[config.mk]
export PLATFORM = sky130hd
export DESIGN_NAME = hdt_datalink_transmitter
export DESIGN_NICKNAME = d
export VERILOG_FILES = /design/src/include/hdt_pkg.sv /design/src/core/hdt_datalink_transmitter.sv
export VERILOG_INCLUDE_DIRS = /design/src /design/src/include
export SDC_FILE = /design/constraint.sdc
export NUM_CORES = 2
export LEC_CHECK = 0
export ABC_CLOCK_PERIOD_IN_PS = 5530
export BUFFER_PORTS_ARGS = -buffer_cell sky130_fd_sc_hd__buf_2
export CAP_MARGIN = 20
export CORE_MARGIN = 2
export CORE_UTILIZATION = 45
export CTS_BUF_LIST = sky130_fd_sc_hd__clkbuf_4 sky130_fd_sc_hd__clkbuf_8
export CTS_CLUSTER_SIZE = 12
export DETAILED_ROUTE_END_ITERATION = 6
export PLACE_DENSITY = 0.61
export RECOVER_POWER = 25
export SETUP_SLACK_MARGIN = 0.4
export SKIP_LAST_GASP = 1
export SLEW_MARGIN = 30
export SYNTH_ARGS = -nofsm -noshare
export SYNTH_HDL_FRONTEND = slang
export SYNTH_SLANG_ARGS = --single-unit
[constraint.sdc]
create_clock -name core_clk -period 5.53 [get_ports core_clk]
set_input_delay 0.553 -clock core_clk [delete_from_list [all_inputs] [get_ports core_clk]]
set_output_delay 0.553 -clock core_clk [all_outputs]
set_load 0.02 [all_outputs]
[src/include/hdt_consts.svh]
`ifndef HDT_CONSTS_SVH
`define HDT_CONSTS_SVH
// register indices; byte address is four times the index
`define HDT_IDX_TX_CONFIG 8'h34
`define HDT_IDX_START_THR 8'h35
`define HDT_IDX_LOW_WATER 8'h36
`define HDT_IDX_INT_EN 8'h37
`define HDT_IDX_INT_STATUS 8'h38
`define HDT_IDX_TX_BYTE 8'h39
// config fields
`define HDT_CFG_EN 0
`define HDT_CFG_CRC 1
`define HDT_CFG_ABT 2
`define HDT_CFG_EOM 3
`define HDT_CFG_FLUSH 6
`define HDT_CFG_SHARE 7
// interrupt flag / enable positions, then status bit positions
`define HDT_INT_LOW 0
`define HDT_INT_UDR 1
`define HDT_INT_OVR 2
`define HDT_INT_FULL 3
`define HDT_ST_BELOW 5
`define HDT_ST_FULL 6
// reset values
`define HDT_RST_CONFIG 8'h82
`define HDT_RST_START_THR 7'h40
`define HDT_RST_LOW_WATER 7'h07
`define HDT_RST_INT_EN 4'h0
// line codes, sent lsb first, then check word constants, sent msb first
`define HDT_FLAG_BYTE 8'h7e
`define HDT_ABORT_BYTE 8'hfe
`define HDT_IDLE_BYTE 8'hff
`define HDT_CRC_INIT 16'hffff
`define HDT_CRC_POLY 16'h1021
`define HDT_STUFF_RUN 3'h5
`endif

[src/include/hdt_pkg.sv]
package hdt_pkg;
    typedef enum logic [4:0] {
        HDT_IDLE = 5'b00001,
        HDT_FLAG = 5'b00010,
        HDT_DATA = 5'b00100,
        HDT_CRC = 5'b01000,
        HDT_ABORT = 5'b10000
    } hdt_mode_t;
endpackage : hdt_pkg

[src/core/hdt_datalink_transmitter.sv]
`timescale 1ns/100ps
`include "hdt_consts.svh"
// Operation
// RULE1: enable set sends flags until data; enable clear sends all-ones idle.
// RULE2: check-sequence enable appends a CRC-16 (x16+x12+x5+1) to each frame.
// RULE3: check word goes out highest-order bit first.
// RULE4: abort finishes current byte, sends 01111111 zero first, flushes queue.
// RULE5: abort held sends aborts back to back and holds queue flushed.
// RULE6: each rising edge of abort sends at least one whole abort.
// RULE7: last-byte mark makes the byte followed by check word, then flags.
// RULE8: writing a data byte clears the last-byte mark.
// RULE9: writing one to the flush bit empties the queue.
// RULE10: shared-flag bit lets one flag close a frame and open the next.
// RULE11: sending starts above start threshold, stops at packet end below it.
// RULE12: software keeps start threshold above low-water unless both zero.
// RULE13: level empty or below low-water sets low-water flag and status.
// RULE14: each flag drives the interrupt output only when its enable is set.
// RULE15: reading interrupt status clears the four interrupt flags.
// RULE16: any write to interrupt status clears underrun.
// RULE17: queue empty inside a packet sets underrun flag.
// RULE18: data write into a full queue sets overrun flag.
// RULE19: full status while 128 bytes held; full flag set on becoming full.
// RULE20: below-low-water status tracks the live level.
// RULE21: data bytes are queued and sent least significant bit first.
// RULE22: software spaces register accesses at most one per eight clocks.
// RULE23: a zero is stuffed after five ones in data and check bits.
module hdt_datalink_transmitter #(
    parameter int DEPTH = 128,
    parameter int AW = 7
) (
    // clock and reset
    input wire logic core_clk,
    input wire logic reset,
    // apb slave
    input wire logic [11:0] paddr,
    input wire logic psel,
    input wire logic penable,
    input wire logic pwrite,
    input wire logic [31:0] pwdata,
    output logic [31:0] prdata,
    output logic pready,
    output logic pslverr,
    // data link bit slots of the framer
    input wire logic dl_bit_req,
    output logic dl_bit,
    // interrupt
    output logic irq_n
);

    ////////////////////////////////////////////////////////////////////////
    // registers and bus decode
    logic [7:0] config_ff;
    logic [6:0] start_thr_ff;
    logic [6:0] low_water_ff;
    logic [3:0] int_en_ff;
    logic [3:0] int_flag_ff;
    logic [7:0] last_byte_ff;
    logic abort_prev_ff;
    logic abort_pend_ff;
    logic pready_ff;
    logic pslverr_ff;
    logic [31:0] prdata_ff;
    logic irq_n_ff;
    logic dl_bit_ff;

    logic [9:0] reg_idx;
    logic setup;
    logic access;
    logic wr_cfg;
    logic wr_status;
    logic wr_byte;
    logic rd_status;
    logic mapped;
    logic [7:0] rd_val;

    // byte address is four times the index; low two bits ignored
    assign reg_idx = paddr[11:2];
    assign setup = psel && !penable;
    assign access = psel && penable && pready_ff;
    assign mapped = reg_idx >= {2'b00, `HDT_IDX_TX_CONFIG}
        && reg_idx <= {2'b00, `HDT_IDX_TX_BYTE};
    assign wr_cfg = access && pwrite
        && reg_idx == {2'b00, `HDT_IDX_TX_CONFIG};
    assign wr_status = access && pwrite
        && reg_idx == {2'b00, `HDT_IDX_INT_STATUS};
    assign wr_byte = access && pwrite
        && reg_idx == {2'b00, `HDT_IDX_TX_BYTE};
    assign rd_status = access && !pwrite
        && reg_idx == {2'b00, `HDT_IDX_INT_STATUS};

    ////////////////////////////////////////////////////////////////////////
    // transmit queue
    logic [7:0] mem [DEPTH];
    logic [DEPTH-1:0] eom_mem_ff;
    logic [AW:0] wr_ptr_ff;
    logic [AW:0] rd_ptr_ff;
    logic [AW:0] level;
    logic [AW:0] eom_cnt_ff;
    logic q_empty;
    logic q_full;
    logic below_low;
    logic flush;
    logic push;
    logic pop;
    logic mark_eom;
    logic pop_eom;

    assign level = wr_ptr_ff - rd_ptr_ff;
    assign q_empty = level == '0;
    assign q_full = level == (AW+1)'(DEPTH); // RULE19
    assign below_low = q_empty || level < {1'b0, low_water_ff}; // RULE20
    assign push = wr_byte && !q_full; // RULE21
    assign mark_eom = wr_cfg && pwdata[`HDT_CFG_EOM] && !q_empty;
    assign pop_eom = pop && eom_mem_ff[rd_ptr_ff[AW-1:0]];

    always_ff @(posedge core_clk) begin
        if (push) begin
            mem[wr_ptr_ff[AW-1:0]] <= pwdata[7:0]; // RULE21
        end
    end

    always_ff @(posedge core_clk) begin
        if (reset || flush) begin
            wr_ptr_ff <= '0; // RULE9
            rd_ptr_ff <= '0;
        end else begin
            if (push) begin
                wr_ptr_ff <= wr_ptr_ff + 1'b1;
            end
            if (pop) begin
                rd_ptr_ff <= rd_ptr_ff + 1'b1;
            end
        end
    end

    // end-of-packet tags ride beside the data, one per entry
    always_ff @(posedge core_clk) begin
        if (reset) begin
            eom_mem_ff <= '0;
        end else begin
            if (push) begin
                eom_mem_ff[wr_ptr_ff[AW-1:0]] <= 1'b0;
            end
            if (mark_eom) begin
                eom_mem_ff[wr_ptr_ff[AW-1:0] - 1'b1] <= 1'b1; // RULE7
            end
        end
    end

    always_ff @(posedge core_clk) begin
        if (reset || flush) begin
            eom_cnt_ff <= '0;
        end else begin
            eom_cnt_ff <= eom_cnt_ff + (AW+1)'(mark_eom)
                - (AW+1)'(pop_eom);
        end
    end

    ////////////////////////////////////////////////////////////////////////
    // register writes
    always_ff @(posedge core_clk) begin
        if (reset) begin
            config_ff <= `HDT_RST_CONFIG;
        end else if (wr_cfg) begin
            config_ff <= pwdata[7:0];
            config_ff[`HDT_CFG_FLUSH] <= 1'b0;
            config_ff[5:4] <= 2'h0;
        end else if (wr_byte) begin
            config_ff[`HDT_CFG_EOM] <= 1'b0; // RULE8
        end
    end

    always_ff @(posedge core_clk) begin
        if (reset) begin
            start_thr_ff <= `HDT_RST_START_THR;
            low_water_ff <= `HDT_RST_LOW_WATER;
            int_en_ff <= `HDT_RST_INT_EN;
            last_byte_ff <= 8'h00;
        end else if (access && pwrite) begin
            if (reg_idx == {2'b00, `HDT_IDX_START_THR}) begin
                start_thr_ff <= pwdata[6:0];
            end
            if (reg_idx == {2'b00, `HDT_IDX_LOW_WATER}) begin
                low_water_ff <= pwdata[6:0];
            end
            if (reg_idx == {2'b00, `HDT_IDX_INT_EN}) begin
                int_en_ff <= pwdata[3:0];
            end
            if (wr_byte) begin
                last_byte_ff <= pwdata[7:0];
            end
        end
    end

    ////////////////////////////////////////////////////////////////////////
    // apb answer: data prepared in setup, pready in the access cycle
    always_comb begin
        rd_val = 8'h00;
        unique case (reg_idx)
            {2'b00, `HDT_IDX_TX_CONFIG}: rd_val = config_ff;
            {2'b00, `HDT_IDX_START_THR}: rd_val = {1'b0, start_thr_ff};
            {2'b00, `HDT_IDX_LOW_WATER}: rd_val = {1'b0, low_water_ff};
            {2'b00, `HDT_IDX_INT_EN}: rd_val = {4'h0, int_en_ff};
            {2'b00, `HDT_IDX_INT_STATUS}: begin
                rd_val = {1'b0, q_full, below_low, 1'b0, int_flag_ff};
            end
            {2'b00, `HDT_IDX_TX_BYTE}: rd_val = last_byte_ff;
            default: rd_val = 8'h00;
        endcase
    end

    always_ff @(posedge core_clk) begin
        if (reset) begin
            pready_ff <= 1'b0;
            pslverr_ff <= 1'b0;
            prdata_ff <= 32'h0;
        end else begin
            pready_ff <= setup;
            pslverr_ff <= setup && !mapped;
            if (setup) begin
                prdata_ff <= {24'h0, rd_val};
            end
        end
    end

    ////////////////////////////////////////////////////////////////////////
    // interrupt flags; a set in the same cycle as a clear wins
    logic below_prev_ff;
    logic full_prev_ff;
    logic [3:0] flag_set;
    logic udr_event;

    always_ff @(posedge core_clk) begin
        if (reset) begin
            below_prev_ff <= 1'b1;
            full_prev_ff <= 1'b0;
        end else begin
            below_prev_ff <= below_low;
            full_prev_ff <= q_full;
        end
    end

    always_comb begin
        flag_set = 4'h0;
        flag_set[`HDT_INT_LOW] = below_low && !below_prev_ff; // RULE13
        flag_set[`HDT_INT_UDR] = udr_event; // RULE17
        flag_set[`HDT_INT_OVR] = wr_byte && q_full; // RULE18
        flag_set[`HDT_INT_FULL] = q_full && !full_prev_ff; // RULE19
    end

    always_ff @(posedge core_clk) begin
        if (reset) begin
            int_flag_ff <= 4'h0;
        end else begin
            for (int i = 0; i < 4; i++) begin
                if (flag_set[i]) begin
                    int_flag_ff[i] <= 1'b1;
                end else if (rd_status) begin
                    int_flag_ff[i] <= 1'b0; // RULE15
                end else if (wr_status && i == `HDT_INT_UDR) begin
                    int_flag_ff[i] <= 1'b0; // RULE16
                end
            end
        end
    end

    always_ff @(posedge core_clk) begin
        if (reset) begin
            irq_n_ff <= 1'b1;
        end else begin
            irq_n_ff <= !(|(int_flag_ff & int_en_ff)); // RULE14
        end
    end

    ////////////////////////////////////////////////////////////////////////
    // serializer
    hdt_pkg::hdt_mode_t mode_ff;
    hdt_pkg::hdt_mode_t nxt_mode;
    logic [15:0] shift_ff;
    logic [15:0] nxt_shift;
    logic [4:0] bits_left_ff;
    logic [4:0] nxt_bits;
    logic [15:0] crc_ff;
    logic [15:0] nxt_crc;
    logic [2:0] ones_ff;
    logic frame_open_ff;
    logic nxt_open;
    logic closing_ff;
    logic nxt_closing;
    logic eom_last_ff;
    logic draining_ff;
    logic stuff;
    logic byte_end;
    logic go;
    logic [7:0] head;
    logic abort_now;

    function automatic logic [15:0] crc_byte(input logic [15:0] c,
                                            input logic [7:0] d);
        logic [15:0] r;
        r = c;
        for (int i = 0; i < 8; i++) begin
            if (r[15] ^ d[i]) begin
                r = {r[14:0], 1'b0} ^ `HDT_CRC_POLY;
            end else begin
                r = {r[14:0], 1'b0};
            end
        end
        return r;
    endfunction : crc_byte

    assign head = mem[rd_ptr_ff[AW-1:0]];
    // ones are only counted in data and check bits, so a run that ends a
    // frame is still broken up before the closing flag or abort goes out
    assign stuff = ones_ff == `HDT_STUFF_RUN; // RULE23
    assign byte_end = dl_bit_req && !stuff && bits_left_ff == 5'd1;
    assign abort_now = abort_pend_ff || config_ff[`HDT_CFG_ABT];
    assign go = draining_ff && !q_empty;

    // next unit to send, chosen when the last bit of the current one leaves
    always_comb begin
        nxt_mode = hdt_pkg::HDT_FLAG;
        nxt_shift = {8'h00, `HDT_FLAG_BYTE};
        nxt_bits = 5'd8;
        nxt_crc = crc_ff;
        nxt_open = 1'b0;
        nxt_closing = 1'b0;
        pop = 1'b0;
        flush = wr_cfg && pwdata[`HDT_CFG_FLUSH]; // RULE9
        udr_event = 1'b0;
        if (byte_end) begin
            if (abort_now) begin
                nxt_mode = hdt_pkg::HDT_ABORT; // RULE4 RULE5 RULE6
                nxt_shift = {8'h00, `HDT_ABORT_BYTE};
                flush = 1'b1; // RULE4
            end else if (!config_ff[`HDT_CFG_EN]) begin
                nxt_mode = hdt_pkg::HDT_IDLE; // RULE1
                nxt_shift = {8'h00, `HDT_IDLE_BYTE};
            end else if (mode_ff == hdt_pkg::HDT_DATA && eom_last_ff) begin
                if (config_ff[`HDT_CFG_CRC]) begin
                    nxt_mode = hdt_pkg::HDT_CRC; // RULE2 RULE7
                    nxt_shift = ~crc_ff;
                    nxt_bits = 5'd16;
                    nxt_open = 1'b1;
                end else begin
                    nxt_closing = 1'b1; // RULE7
                end
            end else if (mode_ff == hdt_pkg::HDT_CRC) begin
                nxt_closing = 1'b1;
            end else if (frame_open_ff) begin
                if (!q_empty) begin
                    nxt_mode = hdt_pkg::HDT_DATA;
                    nxt_shift = {8'h00, head};
                    nxt_crc = crc_byte(crc_ff, head);
                    nxt_open = 1'b1;
                    pop = 1'b1;
                end else begin
                    nxt_mode = hdt_pkg::HDT_ABORT; // RULE17
                    nxt_shift = {8'h00, `HDT_ABORT_BYTE};
                    udr_event = 1'b1;
                end
            end else if (go && mode_ff == hdt_pkg::HDT_FLAG
                         && (config_ff[`HDT_CFG_SHARE] || !closing_ff)) begin
                nxt_mode = hdt_pkg::HDT_DATA; // RULE10 RULE11
                nxt_shift = {8'h00, head};
                nxt_crc = crc_byte(`HDT_CRC_INIT, head); // RULE2
                nxt_open = 1'b1;
                pop = 1'b1;
            end
        end
        // abort keeps the queue flushed for as long as it is held
        if (config_ff[`HDT_CFG_ABT]) begin
            flush = 1'b1; // RULE5
        end
    end

    always_ff @(posedge core_clk) begin
        if (reset) begin
            mode_ff <= hdt_pkg::HDT_IDLE;
            shift_ff <= {8'h00, `HDT_IDLE_BYTE};
            bits_left_ff <= 5'd8;
            crc_ff <= `HDT_CRC_INIT;
            frame_open_ff <= 1'b0;
            closing_ff <= 1'b0;
            eom_last_ff <= 1'b0;
        end else if (byte_end) begin
            mode_ff <= nxt_mode;
            shift_ff <= nxt_shift;
            bits_left_ff <= nxt_bits;
            crc_ff <= nxt_crc;
            frame_open_ff <= nxt_open;
            closing_ff <= nxt_closing;
            eom_last_ff <= pop_eom;
        end else if (dl_bit_req && !stuff) begin
            bits_left_ff <= bits_left_ff - 5'd1;
            if (mode_ff == hdt_pkg::HDT_CRC) begin
                shift_ff <= {shift_ff[14:0], 1'b0}; // RULE3
            end else begin
                shift_ff <= {1'b0, shift_ff[15:1]}; // RULE21
            end
        end
    end

    // the outgoing bit is chosen from the unit still being shifted
    always_ff @(posedge core_clk) begin
        if (reset) begin
            dl_bit_ff <= 1'b1;
            ones_ff <= 3'h0;
        end else if (dl_bit_req) begin
            if (stuff) begin
                dl_bit_ff <= 1'b0; // RULE23
                ones_ff <= 3'h0;
            end else if (mode_ff == hdt_pkg::HDT_CRC) begin
                dl_bit_ff <= shift_ff[15]; // RULE3
                ones_ff <= shift_ff[15] ? ones_ff + 3'h1 : 3'h0;
            end else if (mode_ff == hdt_pkg::HDT_DATA) begin
                dl_bit_ff <= shift_ff[0]; // RULE21
                ones_ff <= shift_ff[0] ? ones_ff + 3'h1 : 3'h0;
            end else begin
                dl_bit_ff <= shift_ff[0];
                ones_ff <= 3'h0;
            end
        end
    end

    // abort edge is remembered until an abort byte is actually loaded
    always_ff @(posedge core_clk) begin
        if (reset) begin
            abort_prev_ff <= 1'b0;
            abort_pend_ff <= 1'b0;
        end else begin
            abort_prev_ff <= config_ff[`HDT_CFG_ABT];
            if (config_ff[`HDT_CFG_ABT] && !abort_prev_ff) begin
                abort_pend_ff <= 1'b1; // RULE6
            end else if (byte_end) begin
                abort_pend_ff <= 1'b0;
            end
        end
    end

    // once started, drain until no packet is open or queued and level is at or below threshold
    always_ff @(posedge core_clk) begin
        if (reset) begin
            draining_ff <= 1'b0;
        end else if (level > {1'b0, start_thr_ff} || eom_cnt_ff != '0) begin
            draining_ff <= 1'b1; // RULE11
        end else if (!frame_open_ff) begin
            draining_ff <= 1'b0; // RULE11
        end
    end

    ////////////////////////////////////////////////////////////////////////
    // outputs
    assign prdata = prdata_ff;
    assign pready = pready_ff;
    assign pslverr = pslverr_ff;
    assign dl_bit = dl_bit_ff;
    assign irq_n = irq_n_ff;

endmodule : hdt_datalink_transmitter

==> impl_metrics.toml <==
[global_routing]
gr-total-overflow = 0
grt_use_total_pct = 23.57
grt_pass1_wl_mm = 208.8
gr-max-usage-layer = "met2"
met2_usage_pct = 36.34
grt_use_met1_pct = 34.08
grt_pass1_vias = 30572
grt_max_degree = 90
use_met3_pct = 4.371
antenna_found_initial = 3

[timing]
max_slew_margin_pct = -132.9
hold_violations = 0
fmax_ghz = 0.2023
min_period_over_period_pct = 89.40
finClkSkew_ns = 0.04155
rsz0062_at_grt = "true"
slew_violations = 723
finalHoldWorstSlack_ns = 0.09545
setup_viol = 0
setup_ws_ns = 0.5864
min_period_ns = 4.944
tns_ns = 0
tightest_slew_ns = 3.493

[status]
status = "finished with violations"
violations = "max-capacitance violations, max-slew violations"

[cts]
cts_max_level = 4
cts_tree = "yes"
cts_buffers = 203
cts_buffer_depth = 3
clk_latency_ns = 0.88
cts_root_buffer = "clkbuf_8"
path_clk_slew_ns = 0.06
cts_num_sinks = 1283

[setup_path]
end_kind = "flop"
cp.required_ns = 6.27
crit_path_start_kind = "flop"
crit_arrival_ns = 5.68
crit_type = "flop to flop"
critical_path_peak_fanout = 5

[cells_and_area]
num-fill-cells = 9539
final_util_pct = 51.41
regArea_um2 = 35950
layout.cells.non_filler = 5269
area_delta_synth_final_pct = 12.94
finalNetCount = 3664
layout-drive-gt1-share_pct = 25.24
multi_input_area_um2 = 15670
final_area_um2 = 59900

[power]
p_per_area_nw_per_um2 = 315.5
p_sw_share_pct = 21.25
p_leak_nw = 19.03
p_comb_share_pct = 1.3
pwr-share-clk_pct = 43.4
vdd_ir_drop_max_mv = 0.1986
power_frac_seq_pct = 55.2
power_switching_mw = 4.017
p_int_mw = 14.89
power_mw = 18.90

[synthesis]
synthTopCellsByArea = "edfxtp_1 58%, mux4_2 13%, dfxtp_1 9.8%"
synth_edf_count = 1024
synth.avg_cell_area_um2 = 15.91
synth_ff_type = "edfxtp_1"
yosys_warnings = 0
synth_top_area_share_pct = 57.98
synth_seq_cells = 1283
yosys.area.top_type = "edfxtp_1"
syn-cell-area_um2 = 53040
synthCells = 3333
async_flop_share_pct = 0
seq_area_frac_synth_pct = 67.75
ys_types = 89

[placement]
dp.final_hpwl_mm = 91.55
place_inst = 4888
io_buffers = 35
dp_slack_ns = 0.4976
post_dp_cell_area_um2 = 55720
gp_congestion = 0.8957

[run]
maxCapViolations = 12

[worst_hold_path]
hp-class = "input port to flop"

[floorplanning]
start_util_pct = 45.52
rows = 125
dieArea_um2 = 120600
core_area_um2 = 116500
ioPinCount = 86
die_h_um = 347.3
die_w_um = 347.3

[drt]
drcViolationCount = 0
drtIter0Drc = 3516
viasPerCell = 5.946
drt-pass1-iter-count = 6
vias = 31328
routedWlPerCell_um = 27.04
antenna_left = 0
wl_mm = 142.5
==> power groups by stage <==
stage,combinational [mW],sequential (mW),clock (mW)
4_1_cts,0.258,10.4,8.35
3_3_place_gp,0.251,10.6,0
5_1_grt,0.278,10.4,8.78
6_report,0.255,10.4,8.21
3_5_place_dp,0.259,10.6,0
2_1_floorplan,0.0939,10.6,0
==> worst paths after layout <==
kind,from,endpoint,slack (ns),cells after the start
setup / recovery,wr_ptr_ff[0],eom_cnt_ff[6],0.59,23
hold reg to reg,full_prev_ff,int_flag_ff[3],0.42,1
setup reg to reg,wr_ptr_ff[0],eom_cnt_ff[6],0.59,23
hold / removal,penable,int_flag_ff[1],0.1,4
==> worst max-delay path, stage by stage, from the launching register on <==
cell and delay [ns]:
dfxtp_1 0.30, inv_1 0.07, ha_1 0.14, inv_1 0.05
fa_1 0.40, a21o_1 0.20, a21oi_2 0.16, nand3b_1 0.15
o311ai_2 0.16, or4b_4 0.60, or4_4 0.57, nand2_1 0.11
a21oi_1 0.09, ha_1 0.30, inv_1 0.04, ha_1 0.21
fa_1 0.42, a21oi_2 0.15, o21bai_1 0.11, a21oi_1 0.16
nor2_1 0.05, nor2_1 0.13, xor2_1 0.15, nor2_1 0.05
==> state kept, by name, summed over array words and instances, names as in the netlist, 4 cells and up, named ones only <==
| register | cells |
|---|---|
| start_thr_ff | 7 |
| mem | 1024 |
| last_byte_ff | 8 |
| int_en_ff | 4 |
| eom_cnt_ff | 8 |
| mode_ff | 5 |
| crc_ff | 16 |
| bits_left_ff | 5 |
| shift_ff | 16 |
| eom_mem_ff | 128 |
| config_ff | 5 |
| prdata | 8 |
| low_water_ff | 7 |
| rd_ptr_ff | 8 |
| int_flag_ff | 4 |
| wr_ptr_ff | 8 |
==> area by class of cell <==
class	instances	area share, %
Tap cell	1524	3.183
Antenna cell	5	0.02089
Multi-Input combinational cell	1745	26.15
Inverter	89	0.5598
Sequential cell	1283	60.02
Clock inverter	73	0.8961
Clock buffer	299	6.003
Timing Repair Buffer	251	3.164
==> cell usage after synthesis, types with 4 or more instances <==
master	instances
xnor2_1	40
or4_1	4
nor2_1	166
o21ai_0	81
and2_1	10
buf_2	44
a31oi_1	16
a21oi_1	118
a22o_1	15
clkbuf_1	109
o31ai_1	4
o211ai_1	15
o22ai_1	77
o221ai_1	19
buf_4	53
a222oi_1	7
nand2b_1	16
a22oi_1	23
o32ai_1	33
mux4_2	295
nand4_1	20
nand2_1	251
nand3b_1	4
mux2_2	18
nor2b_1	21
mux2i_1	93
nor4_1	9
xor2_1	23
inv_1	85
a21boi_0	4
and3_1	9
a211oi_1	17
o31a_1	4
edfxtp_1	1024
nor3b_1	4
buf_1	14
nor3_1	124
nand3_1	49
o21a_1	12
ha_1	39
or2_2	4
a221oi_1	7
or3_1	12
buf_6	13
dfxtp_1	259
==> routing by layer <==
metal,routed length (um),up-vias
met4,4274,0
met3,11580,248
met1,61030,16124
li1,-,13588
met2,65610,1368
met5,0,-
==> cell families after synthesis <==
logic type | count (synthesis) | share of synthesized area [%]
other cells | 1 | 0.007071
fa+ha+maj | 41 | 0.9955
simple gates | 721 | 6.308
flops | 1283 | 67.75
mux | 408 | 14.73
xor+xnor | 65 | 1.102
buf+inv | 328 | 3.086
compound gates | 486 | 6.013
==> cells in the final DEF, fill, tap and decap left out, types with 17 or more instances in the layout <==
| cell | Yosys | final |
|---|---|---|
| buf_2 | 44 | 26 |
| o22ai_1 | 77 | 77 |
| mux2i_1 | 93 | 93 |
| clkinv_2 | 1 | 19 |
| buf_4 | 53 | 199 |
| mux4_2 | 295 | 295 |
| o221ai_1 | 19 | 19 |
| o21ai_0 | 81 | 81 |
| nor3_1 | 124 | 121 |
| a22oi_1 | 23 | 23 |
| edfxtp_1 | 1024 | 1024 |
| clkinv_1 | 0 | 38 |
| nand2_1 | 251 | 251 |
| a211oi_1 | 17 | 17 |
| nand4_1 | 20 | 20 |
| ha_1 | 39 | 39 |
| clkbuf_4 | 0 | 83 |
| xor2_1 | 23 | 23 |
| nand3_1 | 49 | 48 |
| inv_1 | 85 | 86 |
| conb_1 | 1 | 24 |
| clkbuf_8 | 0 | 216 |
| dfxtp_1 | 259 | 253 |
| a21oi_1 | 118 | 115 |
| o32ai_1 | 33 | 33 |
| xnor2_1 | 40 | 40 |
| nor2b_1 | 21 | 21 |
| nor2_1 | 166 | 154 |
| mux2_2 | 18 | 18 |
==> repair_timing <==
item,CTS,global route
hold buffers,1,0
resized for setup,0,7
setup buffers,0,2
hold endpoints to repair,4,0
endpoints found under the setup margin,0,2
(Power assumes the default switching activity.)
